==> src/power_clock_pkg.sv <==
// constants, register map and clock steps of the power and clock manager
package power_clock_pkg;

    // bus geometry: byte address is four times the register index
    localparam int          ADDR_W     = 10;
    localparam int          DATA_W     = 8;
    localparam logic [7:0]  IDX_POWER_CONTROL   = 8'h87;
    localparam logic [7:0]  IDX_CLK    = 8'ha3;
    localparam logic [7:0]  IDX_PD     = 8'ha4;
    localparam logic [7:0]  IDX_WU     = 8'ha5;
    localparam logic [7:0]  IDX_CAUSE  = 8'hb1;

    // reset values and writable masks
    localparam logic [7:0]  CLK_RST    = 8'h80;
    localparam logic [7:0]  CLK_MASK   = 8'hf3;
    localparam logic [7:0]  POWER_CONTROL_RST   = 8'h00;
    localparam logic [7:0]  POWER_CONTROL_MASK  = 8'hfc;
    localparam logic [7:0]  WU_RST     = 8'h00;
    localparam logic [7:0]  ZERO8      = 8'h00;

    // field positions
    localparam int          PLL_BIT    = 7;
    localparam int          LF_BIT     = 3;
    localparam int          PMW_BIT    = 4;
    localparam int          SMOD_BIT   = 7;
    localparam int          STOP_BIT   = 1;
    localparam int          IDLE_BIT   = 0;
    localparam int          WU_LSB [4] = '{6, 4, 2, 0};
    localparam int          IEN_BIT[4] = '{1, 5, 4, 3};

    // wakeup configuration codes
    localparam logic [1:0]  CFG_IF_EN  = 2'b00;
    localparam logic [1:0]  CFG_ALWAYS = 2'b10;
    localparam logic [1:0]  CFG_IGNORE = 2'b11;

    // synchroniser reset: pin reset high, supply good, no power fail
    localparam logic [2:0]  SYNC_RST   = 3'b110;

    // clock rates and phase-accumulator steps
    localparam int          CLK_PERIOD_NS = 40;
    localparam logic [63:0] CLK_HZ     = 64'd25_000_000;
    localparam int          ACC_W      = 24;
    localparam logic [23:0] STEP_16M   = 24'((64'd16_000_000 << ACC_W) / CLK_HZ);
    localparam logic [23:0] STEP_12M   = 24'((64'd12_000_000 << ACC_W) / CLK_HZ);
    localparam logic [23:0] STEP_8M    = 24'((64'd8_000_000 << ACC_W) / CLK_HZ);
    localparam logic [23:0] STEP_4M    = 24'((64'd4_000_000 << ACC_W) / CLK_HZ);
    localparam logic [23:0] STEP_1M6   = 24'((64'd1_600_000 << ACC_W) / CLK_HZ);
    localparam logic [23:0] STEP_320K  = 24'((64'd320_000 << ACC_W) / CLK_HZ);
    localparam logic [23:0] STEP_64K   = 24'((64'd64_000 << ACC_W) / CLK_HZ);
    localparam logic [63:0] LF_HZ      = 64'd32_000;
    localparam logic [15:0] LF_HALF    = 16'(CLK_HZ / (64'd2 * LF_HZ));
    localparam logic [15:0] LF_ONE     = 16'h0001;

endpackage : power_clock_pkg

==> src/power_clock_manager.sv <==
// power and clock manager: registers, clock enables, standby, wakeup, resets
//
// Implementation choice: the Avalon-MM interface to the registers.
`timescale 1ns/100ps
module power_clock_manager #(
    parameter int HOLD_W            = 8,
    parameter int RESET_HOLD_CYCLES = 16
) (
    // clock and reset
    input  wire logic                                CLOCK_I,
    input  wire logic                                RST_I,
    // avalon-mm slave
    input  wire logic [power_clock_pkg::ADDR_W-1:0]  AVS_ADDRESS_I,
    input  wire logic                                AVS_READ_I,
    input  wire logic                                AVS_WRITE_I,
    input  wire logic [power_clock_pkg::DATA_W-1:0]  AVS_WRITEDATA_I,
    output logic      [power_clock_pkg::DATA_W-1:0]  AVS_READDATA_O,
    output logic                                     AVS_WAITREQUEST_O,
    // reset sources and supply supervisor
    input  wire logic                                RESET_PIN_N_I,
    input  wire logic                                WATCHDOG_I,
    input  wire logic                                SUPPLY_GOOD_I,
    input  wire logic                                POWER_FAIL_I,
    output logic                                     SYS_RESET_O,
    // usb state and wakeup sources
    input  wire logic                                USB_SUSPENDED_I,
    input  wire logic                                RADIO_IRQ_I,
    input  wire logic                                INTERNAL_WAKEUP_EVENT_I,
    input  wire logic                                USB_INTERRUPT_I,
    input  wire logic                                USB_BUS_WAKEUP_I,
    input  wire logic [7:0]                          INTERRUPT_ENABLE_HIGH_I,
    output logic      [3:0]                          WAKE_FLAG_SET_O,
    // clock and power outputs
    output logic                                     PLL_ENABLE_O,
    output logic                                     MCU_CLOCK_EN_O,
    output logic                                     MCU_STANDBY_O,
    output logic                                     STOP_REQ_O,
    output logic                                     IDLE_REQ_O,
    output logic                                     PROG_WRITE_EN_O,
    output logic                                     BAUD_DOUBLE_O,
    // flash guard
    input  wire logic                                FLASH_WRITE_REQ_I,
    input  wire logic                                FLASH_ERASE_REQ_I,
    output logic                                     FLASH_WRITE_GO_O,
    output logic                                     FLASH_ERASE_GO_O
);
    import power_clock_pkg::*;

    localparam logic [HOLD_W-1:0] HOLD_LOAD = HOLD_W'(RESET_HOLD_CYCLES);
    localparam logic [HOLD_W-1:0] HOLD_ONE  = HOLD_W'(1);

    ////////////////////////////////////////////////////////////////////////////
    // declarations

    logic [2:0]        sync_a;
    logic [2:0]        sync_b;
    logic              wait_q;
    logic [7:0]        rdata;
    logic [7:0]        clk_ctl;
    logic [7:0]        power_control;
    logic [7:0]        wu_cfg;
    logic              cause;
    logic              standby;
    logic              pll_q;
    logic              clk_en;
    logic              stop_q;
    logic              idle_q;
    logic [3:0]        wake_flag;
    logic              sys_rst;
    logic [HOLD_W-1:0] hold_cnt;
    logic              fl_wr;
    logic              fl_er;
    logic [ACC_W-1:0]  acc;
    logic [ACC_W-1:0]  active_step;
    logic [15:0]       lf_cnt;
    logic              lf_level;

    ////////////////////////////////////////////////////////////////////////////
    // pin synchronisers: only the second stage is read

    always_ff @(posedge CLOCK_I) begin
        if (RST_I) begin
            sync_a <= SYNC_RST;
            sync_b <= SYNC_RST;
        end else begin
            sync_a <= {RESET_PIN_N_I, SUPPLY_GOOD_I, POWER_FAIL_I};
            sync_b <= sync_a;
        end
    end

    wire pin_n_s = sync_b[2];
    wire good_s  = sync_b[1];
    wire fail_s  = sync_b[0];

    ////////////////////////////////////////////////////////////////////////////
    // reset sequencer: every source loads the same hold count

    wire rst_req  = !pin_n_s || WATCHDOG_I || !good_s;
    wire hold_nz  = hold_cnt != '0;
    wire reg_rst  = RST_I || sys_rst;

    always_ff @(posedge CLOCK_I) begin
        if (RST_I || rst_req)
            hold_cnt <= HOLD_LOAD;
        else if (hold_nz)
            hold_cnt <= hold_cnt - HOLD_ONE;
    end

    // reset stays high while supply is low, then for the hold count
    always_ff @(posedge CLOCK_I) begin
        if (RST_I)
            sys_rst <= 1'b1;
        else
            sys_rst <= rst_req || hold_nz;
    end

    // cause is latched at the start of a sequence and survives it
    always_ff @(posedge CLOCK_I) begin
        if (RST_I)
            cause <= 1'b0;
        else if (rst_req && !sys_rst)
            cause <= WATCHDOG_I;
    end

    ////////////////////////////////////////////////////////////////////////////
    // bus decode: one wait cycle, then the answer

    wire [7:0] idx    = AVS_ADDRESS_I[ADDR_W-1:2];
    wire       sel_pc = idx == IDX_POWER_CONTROL;
    wire       sel_ck = idx == IDX_CLK;
    wire       sel_pd = idx == IDX_PD;
    wire       sel_wu = idx == IDX_WU;
    wire       sel_ca = idx == IDX_CAUSE;
    wire       req    = AVS_READ_I || AVS_WRITE_I;
    wire       wr_ok  = AVS_WRITE_I && !wait_q;
    wire [7:0] wd     = AVS_WRITEDATA_I;

    // read views: reserved and write-only bits read zero
    wire [7:0] rd_pc  = power_control & POWER_CONTROL_MASK;
    wire [7:0] rd_ck  = clk_ctl & CLK_MASK;
    wire [7:0] rd_pd  = {4'h0, lf_level, 3'h0};
    wire [7:0] rd_ca  = {7'h00, cause};
    wire [7:0] rd_mux = sel_pc ? rd_pc :
                        sel_ck ? rd_ck :
                        sel_pd ? rd_pd :
                        sel_wu ? wu_cfg :
                        sel_ca ? rd_ca : ZERO8;

    always_ff @(posedge CLOCK_I) begin
        if (RST_I)
            wait_q <= 1'b1;
        else
            wait_q <= !(req && wait_q);
    end

    always_ff @(posedge CLOCK_I) begin
        if (RST_I)
            rdata <= ZERO8;
        else if (AVS_READ_I && wait_q)
            rdata <= rd_mux;
    end

    ////////////////////////////////////////////////////////////////////////////
    // software registers

    // pll bit only moves while usb is suspended
    wire [7:0] ck_wr = {USB_SUSPENDED_I ? wd[PLL_BIT] : clk_ctl[PLL_BIT],
                        wd[6:0]} & CLK_MASK;

    always_ff @(posedge CLOCK_I) begin
        if (reg_rst)
            clk_ctl <= CLK_RST;
        else if (wr_ok && sel_ck)
            clk_ctl <= ck_wr;
    end

    // flag bits store plainly; stop and idle bits are not kept
    always_ff @(posedge CLOCK_I) begin
        if (reg_rst)
            power_control <= POWER_CONTROL_RST;
        else if (wr_ok && sel_pc)
            power_control <= wd & POWER_CONTROL_MASK;
    end

    always_ff @(posedge CLOCK_I) begin
        if (reg_rst)
            wu_cfg <= WU_RST;
        else if (wr_ok && sel_wu)
            wu_cfg <= wd;
    end

    // stop and idle requests are one-cycle pulses
    always_ff @(posedge CLOCK_I) begin
        if (reg_rst) begin
            stop_q <= 1'b0;
            idle_q <= 1'b0;
        end else begin
            stop_q <= wr_ok && sel_pc && wd[STOP_BIT];
            idle_q <= wr_ok && sel_pc && wd[IDLE_BIT];
        end
    end

    ////////////////////////////////////////////////////////////////////////////
    // wakeup qualification per source

    wire [3:0] wake_evt = {USB_BUS_WAKEUP_I, USB_INTERRUPT_I,
                           INTERNAL_WAKEUP_EVENT_I, RADIO_IRQ_I};
    wire [3:0] qual;

    genvar gi;
    generate
        for (gi = 0; gi < 4; gi++) begin : g_wake
            wire [1:0] code = wu_cfg[WU_LSB[gi] +: 2];
            wire       en   = INTERRUPT_ENABLE_HIGH_I[IEN_BIT[gi]];
            // enable-gated, forced or ignored; reserved code never wakes
            assign qual[gi] = wake_evt[gi] &&
                ((code == CFG_IF_EN && en) ||
                 code == CFG_ALWAYS);
        end
    endgenerate

    wire wake_any  = |qual;
    wire pd_enter  = wr_ok && sel_pd && (wd[2:0] != 3'h0);

    // firmware is trusted to have cleared pending flags first
    // a wakeup in the same cycle as the standby write is lost; the write wins
    always_ff @(posedge CLOCK_I) begin
        if (reg_rst)
            standby <= 1'b0;
        else if (standby && wake_any)
            standby <= 1'b0;
        else if (pd_enter)
            standby <= 1'b1;
    end

    // request flags are set in standby only for qualified sources, so the enable gates them too
    always_ff @(posedge CLOCK_I) begin
        if (reg_rst)
            wake_flag <= 4'h0;
        else
            wake_flag <= standby ? qual : 4'h0;
    end

    ////////////////////////////////////////////////////////////////////////////
    // mcu clock enable from a phase accumulator

    wire pll_on = clk_ctl[PLL_BIT] || !USB_SUSPENDED_I;

    logic [ACC_W-1:0] step_on;
    logic [ACC_W-1:0] step_off;

    // rate tables; reserved codes fall back to the fastest rate
    always_comb begin
        case (clk_ctl[6:4])
            3'h0:    step_on = STEP_16M;
            3'h1:    step_on = STEP_12M;
            3'h2:    step_on = STEP_8M;
            3'h3:    step_on = STEP_4M;
            3'h4:    step_on = STEP_1M6;
            default: step_on = STEP_16M;
        endcase
        case (clk_ctl[1:0])
            2'h0:    step_off = STEP_4M;
            2'h1:    step_off = STEP_1M6;
            2'h2:    step_off = STEP_320K;
            default: step_off = STEP_64K;
        endcase
    end

    wire [ACC_W-1:0] step_sel = pll_on ? step_on : step_off;
    wire [ACC_W:0]   acc_sum  = {1'b0, acc} + {1'b0, active_step};
    wire             carry    = acc_sum[ACC_W];

    // new rate is taken only on a pulse so no period is cut short
    always_ff @(posedge CLOCK_I) begin
        if (reg_rst) begin
            acc         <= '0;
            active_step <= STEP_16M;
        end else begin
            acc <= acc_sum[ACC_W-1:0];
            if (carry)
                active_step <= step_sel;
        end
    end

    always_ff @(posedge CLOCK_I) begin
        if (reg_rst) begin
            clk_en <= 1'b0;
            pll_q  <= 1'b1;
        end else begin
            clk_en <= carry && !standby;
            pll_q  <= pll_on;
        end
    end

    ////////////////////////////////////////////////////////////////////////////
    // low-frequency clock level, cleared only by RST_I and free running through system resets

    always_ff @(posedge CLOCK_I) begin
        if (RST_I) begin
            lf_cnt   <= '0;
            lf_level <= 1'b0;
        end else if (lf_cnt == LF_HALF - LF_ONE) begin
            lf_cnt   <= '0;
            lf_level <= !lf_level;
        end else begin
            lf_cnt   <= lf_cnt + LF_ONE;
        end
    end

    ////////////////////////////////////////////////////////////////////////////
    // flash guard

    always_ff @(posedge CLOCK_I) begin
        if (reg_rst) begin
            fl_wr <= 1'b0;
            fl_er <= 1'b0;
        end else begin
            fl_wr <= FLASH_WRITE_REQ_I && !fail_s;
            fl_er <= FLASH_ERASE_REQ_I && !fail_s;
        end
    end

    ////////////////////////////////////////////////////////////////////////////
    // outputs

    assign AVS_READDATA_O    = rdata;
    assign AVS_WAITREQUEST_O = wait_q;
    assign SYS_RESET_O       = sys_rst;
    assign WAKE_FLAG_SET_O   = wake_flag;
    assign PLL_ENABLE_O      = pll_q;
    assign MCU_CLOCK_EN_O    = clk_en;
    assign MCU_STANDBY_O     = standby;
    assign STOP_REQ_O        = stop_q;
    assign IDLE_REQ_O        = idle_q;
    assign PROG_WRITE_EN_O   = power_control[PMW_BIT];
    assign BAUD_DOUBLE_O     = power_control[SMOD_BIT];
    assign FLASH_WRITE_GO_O  = fl_wr;
    assign FLASH_ERASE_GO_O  = fl_er;
endmodule : power_clock_manager

==> config.mk <==
export PLATFORM = sky130hd
export DESIGN_NAME = power_clock_manager
export DESIGN_NICKNAME = d
export VERILOG_FILES = /design/src/power_clock_pkg.sv /design/src/power_clock_manager.sv
export SDC_FILE = /design/constraint.sdc
export NUM_CORES = 1
export LEC_CHECK = 0
export ABC_AREA = 1
export BUFFER_PORTS_ARGS = -buffer_cell sky130_fd_sc_hd__buf_2
export CORE_UTILIZATION = 40
export CTS_BUF_LIST = sky130_fd_sc_hd__clkbuf_4
export DETAILED_ROUTE_END_ITERATION = 12
export PLACE_DENSITY = 0.56
export SYNTH_ARGS = -nofsm -noshare
export SYNTH_HDL_FRONTEND = slang
export SYNTH_SLANG_ARGS = --single-unit
==> constraint.sdc <==
create_clock -name CLOCK_I -period 3.2 [get_ports CLOCK_I]
set_input_delay 0.16 -clock CLOCK_I [delete_from_list [all_inputs] [get_ports CLOCK_I]]
set_output_delay 0.16 -clock CLOCK_I [all_outputs]
set_load 0.02 [all_outputs]
# After elaboration in Yosys (flattened, before gate mapping)
# Cells that the tools add are included.
# word_totals
ff_bits	121
latchBits	0
mem_bits_rw	0
rom_bits	0
elab_cells	106
mem_count	0
# classes
n_addsub	3
mul	0
div	0
magnitude_cmp	0
n_eq_ne	16
shifts	0
n_mux	8
bitwise_logic	1
n_reduce_logical	55
# op_table
op	n
$pmux W24 S4	1
$pmux W22 S3	1
$eq A8 B8 Y1 const B	5
$mux W8	4
$add A24 B24 Y25	1
$mux W24	1
$logic_and A1 B1 Y1	23
$add A16 B1 Y16 const B	1
$eq A16 B9 Y1 const B	1
$logic_or A1 B1 Y1	11
$eq A2 B2 Y1 const B	5
$logic_not A2 Y1	5
$logic_not A1 Y1	9
$reduce_bool A8 Y1	1
$sub A8 B1 Y8 const B	1
$eq A3 B2 Y1 const B	2
$reduce_or A2 Y1	3
$reduce_or A4 Y1	1
$eq A3 B1 Y1 const B	1
$eq A3 B3 Y1 const B	1
$reduce_bool A3 Y1	1
$eq A2 B1 Y1 const B	1
$reduce_and A2 Y1	1
$mux W1	1
$not A1 Y1	1

# Longest topological paths before layout
# Gate-level depths: netlist of run 1.
# depth
ltp_word	7
mapped_depth	13

# Worst setup path before layout of run 1
# OpenSTA, ideal clock, no wires.
# synth_path
kind	register to register
from	register acc[0]
to	register active_step[16]
t_arrival_ns	1.717
path_slack_ns	1.349
path_stages_with_launch	12
path_buffers	1
cell_sequence	dfxtp_1 > ha_1 > fa_1 > nand2_1 > nand2_1 > nand3_1 > nand2_1 > nand2_4 > nand3_4 > buf_6 > o21ai_1 > nand3_1
# synth_between
elab_chain_len	1
# synth_rtl
item	line	text
start: declaration	power_clock_manager.sv:73	logic [ACC_W-1:0] acc;
start signal: assignment	power_clock_manager.sv:280	acc <= acc_sum[ACC_W-1:0];
$add A24 B24 Y25	power_clock_manager.sv:271	wire [ACC_W:0] acc_sum = {1'b0, acc} + {1'b0, active_step};
end signal: assignment	power_clock_manager.sv:282	active_step <= step_sel;
end: declaration	power_clock_manager.sv:74	logic [ACC_W-1:0] active_step;
# Every way passes these cells.
# A chain may end at the register's enable or synchronous reset.

# Worst setup path after layout of run 1
# layout_path
from	register acc[0]
to	register active_step[21]
# Same word-level chain as after synthesis.

==> flow_metrics.env, run 1 <==
export IMPL_status="completed"
export IMPL_post_cts_resize_count=0
export IMPL_setup_ws_ns=0.8848
export IMPL_drt_iter0_markers=272
export IMPL_clock_latency_ns=0.54
export IMPL_wl_per_cell_um=12.81
export IMPL_syn_inst=920
export IMPL_start_kind="register"
export IMPL_crit_type="reg -> reg"
export IMPL_yosys_area_top_type="dfxtp_1"
export IMPL_htreeDepth=4
export IMPL_slew_viol_final=0
export IMPL_num_vias=5803
export IMPL_drt_vias_per_instance=4.788
export IMPL_p_per_area_mw_per_mm2=401.4
export IMPL_yosysSeqAreaShare_pct=37.76
export IMPL_ys_flop_type="dfxtp_1"
export IMPL_chipHeight_um=126.5
export IMPL_p_sw_uw=791.9
export IMPL_synth_top_area_share_pct=37.76
export IMPL_synth_most_common_cell="nand2_1"
export IMPL_cts_buffer_depth=2
export IMPL_numPortBuffers=57
export IMPL_p_leak_nw=3.352
export IMPL_layout_nets=1084
export IMPL_pwr_share_seq_pct=50.9
export IMPL_cts_tree="yes"
export IMPL_fin_setup_tns_ns=0
export IMPL_synth_cell_types=39
export IMPL_wirelength_mm=15.53
export IMPL_min_path_type="in -> reg"
export IMPL_grt_overflow=0
export IMPL_setup_viol=0
export IMPL_place_congestion=0.8979
export IMPL_grt_pass1_vias=5526
export IMPL_antenna_found_initial=1
export IMPL_synth_edff_count=0
export IMPL_fin_skew_ns=0.02033
export IMPL_netlist_area_sq_mm=0.006203
export IMPL_worstPathArrival_ns=2.73
export IMPL_rsz0062_at_grt="no"
export IMPL_hold_violations=0
export IMPL_combPwrFrac_pct=6.0
export IMPL_path_max_fanout=22
export IMPL_drtPass1Iterations=5
export IMPL_endpoint_kind="register"
export IMPL_internal_power_mw=2.135
export IMPL_relSlewSlack_pct=53.92
export IMPL_cap_violations=0
export IMPL_ys_seq_elements=117
export IMPL_ctsRootBufferMaster="clkbuf_4"
export IMPL_whs_ns=0.04935
export IMPL_num_rows=45
export IMPL_fill_cells=1573
export IMPL_yosysWarnings=0
export IMPL_ant_nets=0
export IMPL_rrSetupSlack_ns=0.88
export IMPL_pin_count=64
export IMPL_p_total_mw=2.927
export IMPL_drc_errors=0
export IMPL_clock_sinks=117
export IMPL_critPathRequiredTime_ns=3.62
export IMPL_place_ws_ns=0.9318
export IMPL_synth_fp_nets=994
export IMPL_die_x_um=126.5
export IMPL_die_area_sq_mm=0.01601
export IMPL_sw_frac_of_total_pct=27.05
export IMPL_drive_gt1_share_pct=11.53
export IMPL_timing_final_crit_share_pct=72.35
export IMPL_vdd_ir_drop_max_v=0.0003611
export IMPL_area_growth_pct=17.55
export IMPL_pwr_share_clk_pct=43.2
export IMPL_grtUsageTotal_pct=20.57
export IMPL_timing_fmax_ghz=0.4319
export IMPL_avgSynthCellArea_sq_um=6.743
export IMPL_synth_area_top_cells="dfxtp_1, nand2_1, inv_1"
export IMPL_cts_buffers=17
export IMPL_grt_max_degree=32
export IMPL_tightest_slew_ns=0.6904
export IMPL_initial_core_util_pct=40.96
export IMPL_hpwl_mm=11.81
export IMPL_clkTransAtPathRegs_ns=0.13
export IMPL_coreArea_sq_mm=0.01515
export IMPL_async_reset_ff_share_pct=0
export IMPL_fin_crit_ns=2.315
export IMPL_ys_top_cells_by_count="nand2_1, inv_1, dfxtp_1"
export IMPL_grt_pass1_wl_mm=26.01
==> cells in the final DEF, fill, tap and decap left out, types with 17 or more instances in the layout <==
cell	synthesis	final
clkbuf_4	0	17
dfxtp_1	117	117
ha_1	32	32
o21ai_0	52	52
a21oi_1	67	67
nand4_1	25	25
inv_1	132	132
dlygate4sd3_1	0	29
nand3_1	52	52
buf_2	4	57
nor2_1	112	111
nand2_1	237	237
==> final cells by class <==
cell class / count / area, sq um / share of cell area (%)
diodes: 1 / 2.502 / 0.03432
clock buffers: 17 / 127.6 / 1.750
clock inverters: 15 / 205.2 / 2.814
repair buffers: 89 / 598.1 / 8.202
multi-input cells: 651 / 3278 / 44.96
inverters: 134 / 503.0 / 6.898
well taps: 188 / 235.2 / 3.226
flip-flops and latches: 117 / 2342 / 32.12
==> what timing repair did <==
action / CTS / global route
setup buffers: 0 / 0
hold endpoints to repair: 41 / 0
hold buffers: 29 / 0
==> stage by stage <==
stage / std cells / area, sq um / util [%]
after floorplan: 920 / 6203 / -
after global placement: 1150 / 6666 / 44.01
after detailed placement: 1150 / 6666 / 44.01
after CTS: 1211 / 7289 / 48.13
after global routing: 1212 / 7292 / 48.15
final: 1212 / 7292 / 48.15
==> state kept, by name (all words and copies together), names as in the netlist, 3 cells and up <==
signal	count
clk_ctl	6
power_control	6
active_step	20
sync_a	3
sync_b	3
acc	24
lf_cnt	16
hold_cnt	8
AVS_READDATA_O	8
WAKE_FLAG_SET_O	4
wu_cfg	8
==> layer usage <==
layer	vias up	global-route usage (%)	share of wire (%)	wire length (um)
met1	2544	26.39	49	7583
met5	-	0	0	0
met4	0	7.300	1.7	263
met2	104	34.03	46	7197
li1	3131	-	-	-
met3	24	4.471	3.1	483
==> path summary, 6_finish.rpt <==
| kind | start | endpoint | cells past startpoint |
|---|---|---|---|
| worst max register to register | acc[0]$_SDFF_PP0_ | active_step[21]$_SDFFE_PP1P_ | 10 |
| worst min register to register | sync_b[0]$_SDFF_PP0_ | FLASH_ERASE_GO_O$_SDFF_PP0_ | 1 |
| worst max-delay path | acc[0]$_SDFF_PP0_ | active_step[21]$_SDFFE_PP1P_ | 10 |
| worst min-delay path | AVS_WRITE_I | wu_cfg[7]$_SDFFE_PP0P_ | 5 |
==> kinds of logic after synthesis <==
logic type / share of synthesized area (%)
xor+xnor: 0.9883
buf+inv: 9.520
flops: 37.76
fa+ha+maj: 6.777
compound gates: 11.94
simple gates: 33.02
==> worst max-delay path: stages, from the launching register on <==
cell,delay (ns)
dfxtp_1,0.32
ha_1,0.24
fa_1,0.39
nand2_1,0.10
nand2_1,0.10
nand3_1,0.12
nand2_1,0.17
nand2_4,0.23
nand3_4,0.25
o21ai_1,0.19
nand3_1,0.08
==> power groups by stage <==
stage	Sequential (mW)	Combinational, mW	Clock [mW]
after floorplan	1.53	0.0858	0
after global routing	1.49	0.193	1.36
after detailed placement	1.52	0.148	0
final	1.49	0.174	1.26
after CTS	1.49	0.174	1.30
after global placement	1.52	0.146	0
Note: power is estimated with default switching activity, not from simulation.
==> run 2: changes to the inputs <==
- clock period: 3.2 -> 2.3 ns (I/O delays scaled with it)
==> run 2 against run 1 <==
- register-to-register slack lost 0.63 ns
- non-clock buffer count grew 3
- combinational power rose by 40%
- clock-buffer cell count is the same
- die area is the same
- hold slack better by 0.0044 ns
- via count rose by 0.62%
==> flow_metrics.env, run 2 (synthesis results as in run 1) <==
export IMPL_status="completed"
export IMPL_initial_core_util_pct=40.96
export IMPL_drc_errors=0
export IMPL_wl_per_cell_um=12.94
export IMPL_cts_buffers=17
export IMPL_rsz0062_at_grt="no"
export IMPL_place_ws_ns=0.2240
export IMPL_chipHeight_um=126.5
export IMPL_path_max_fanout=11
export IMPL_die_area_sq_mm=0.01601
export IMPL_grtUsageTotal_pct=20.61
export IMPL_clkTransAtPathRegs_ns=0.12
export IMPL_grt_pass1_vias=5570
export IMPL_crit_type="reg -> reg"
export IMPL_startpoint="active_step[0]$_SDFFE_PP0P_"
export IMPL_largestRegisters="acc (24), active_step (20), lf_cnt (16)"
export IMPL_slew_viol_final=0
export IMPL_worstPathArrival_ns=2.51
export IMPL_fin_skew_ns=0.02237
export IMPL_wl_met1_mm=7.517
export IMPL_cap_violations=0
export IMPL_relSlewSlack_pct=49.68
export IMPL_post_cts_resize_count=0
export IMPL_regMostFlops="acc"
export IMPL_finalInstanceArea_sq_mm=0.007300
export IMPL_cts_tree="yes"
export IMPL_post_cts_buffers=0
export IMPL_postPlaceCellArea_sq_mm=0.006709
export IMPL_die_x_um=126.5
export IMPL_drive_gt1_share_pct=11.88
export IMPL_largest_reg_flops=24
export IMPL_vdd_ir_drop_max_v=0.0005219
export IMPL_p_total_mw=3.895
export IMPL_antenna_found_initial=1
export IMPL_setup_viol=0
export IMPL_start_kind="register"
export IMPL_grt_max_degree=60
export IMPL_hpwl_mm=11.71
export IMPL_timing_fmax_ghz=0.4896
export IMPL_numPortBuffers=57
export IMPL_min_path_type="in -> reg"
export IMPL_htreeDepth=4
export IMPL_drtPass1Iterations=4
export IMPL_wirelength_mm=15.73
export IMPL_rr_worst_depth=10
export IMPL_cts_buffer_depth=2
export IMPL_fill_cells=1615
export IMPL_endpoint_kind="register"
export IMPL_grt_overflow=0
export IMPL_wl_met2_mm=7.511
export IMPL_met3WireLength_um=514
export IMPL_place_congestion=0.8693
export IMPL_fin_crit_ns=2.043
export IMPL_num_rows=45
export IMPL_layout_nets=1088
export IMPL_worstReg2RegStart="active_step[0]$_SDFFE_PP0P_"
export IMPL_tightest_slew_ns=0.7539
export IMPL_final_common_cell="nand2_1"
export IMPL_setup_ws_ns=0.2574
export IMPL_drt_vias_per_instance=4.802
export IMPL_grt_pass1_wl_mm=26.17
export IMPL_critPathRequiredTime_ns=2.77
export IMPL_holdPathStages=6
export IMPL_hp_start="INTERRUPT_ENABLE_HIGH_I[3]"
export IMPL_ant_nets=0
export IMPL_drt_iter0_markers=260
export IMPL_top_layer="met4"
export IMPL_ctsRootBufferMaster="clkbuf_4"
export IMPL_num_vias=5839
export IMPL_coreArea_sq_mm=0.01515
export IMPL_fin_setup_tns_ns=0
export IMPL_p_leak_nw=3.356
export IMPL_clock_latency_ns=0.54
export IMPL_clock_sinks=117
export IMPL_p_per_area_mw_per_mm2=533.6
export IMPL_hold_violations=0
export IMPL_area_growth_pct=17.67
export IMPL_pin_count=64
export IMPL_most_common_layout_cells="nand2_1, inv_1, dfxtp_1"
export IMPL_timing_final_crit_share_pct=88.81
[run 2: changes by cell type in the layout (fill, tap and decap cells not counted), moves of 2 or more]
cell / before / now
buf_4: 3 / 6
clkinvlp_4: 0 / 3
inv_6: 6 / 4
inv_8: 4 / 2
[run 2: timing repair]
action / CTS / global route
endpoints found under the setup margin: 0 / 3
hold buffers: 28 / 0
hold endpoints to repair: 42 / 0
[run 2: report_power, final]
part	internal, mW	total (mW)	leakage, nW	switching, mW
sequential	2.05	2.07	0.947	0.0177
combinational	0.110	0.243	2.26	0.133
clock	0.672	1.58	0.151	0.907
total	2.84	3.89	3.36	1.06
[run 2: final cells by class]
cell class	instances	area (sq um)	share of cell area, %
inverters	134	503.0	6.891
flip-flops and latches	117	2342	32.09
clock inverters	15	170.2	2.331
well taps	188	235.2	3.222
repair buffers	92	630.6	8.639
multi-input cells	652	3288	45.05
diodes	1	2.502	0.03428
clock buffers	17	127.6	1.748
[run 2: layer usage]
metal,up-vias,GRT usage [%]
li1,3148,-
met1,2578,25.72
met2,103,35.72
met3,10,4.429
met4,0,5.811
met5,-,0
[run 2: metrics by stage]
| step | hold WS [ns] | utilization (%) | instances |
|---|---|---|---|
| final | 0.05372 | 48.20 | 1216 |
| after global routing | 0.05114 | 48.20 | 1216 |
| after CTS | 0.03599 | 48.11 | 1214 |
| after detailed placement | 0.3012 | 44.30 | 1154 |
| after global placement | 0.2965 | 44.30 | 1154 |
| after floorplan | 0.2188 | - | 920 |
[run 2: worst paths after layout]
path                                               endpoint  slack (ns)
worst max-delay path            active_step[0]$_SDFFE_PP0P_        0.26
worst min-delay path             MCU_STANDBY_O$_SDFFE_PP0P_        0.05
worst max register to register  active_step[0]$_SDFFE_PP0P_        0.26
worst min register to register         sync_b[0]$_SDFF_PP0_        0.41
[run 2: critical path: stages, from the launching register on]
cell and delay [ns]:
dfxtp_1 0.34, ha_1 0.23, fa_1 0.39, nand2_1 0.10
nand2_1 0.09, nand3_1 0.12, nand2_1 0.12, nand2_4 0.13
buf_4 0.19, nand4_1 0.13, a21oi_2 0.14
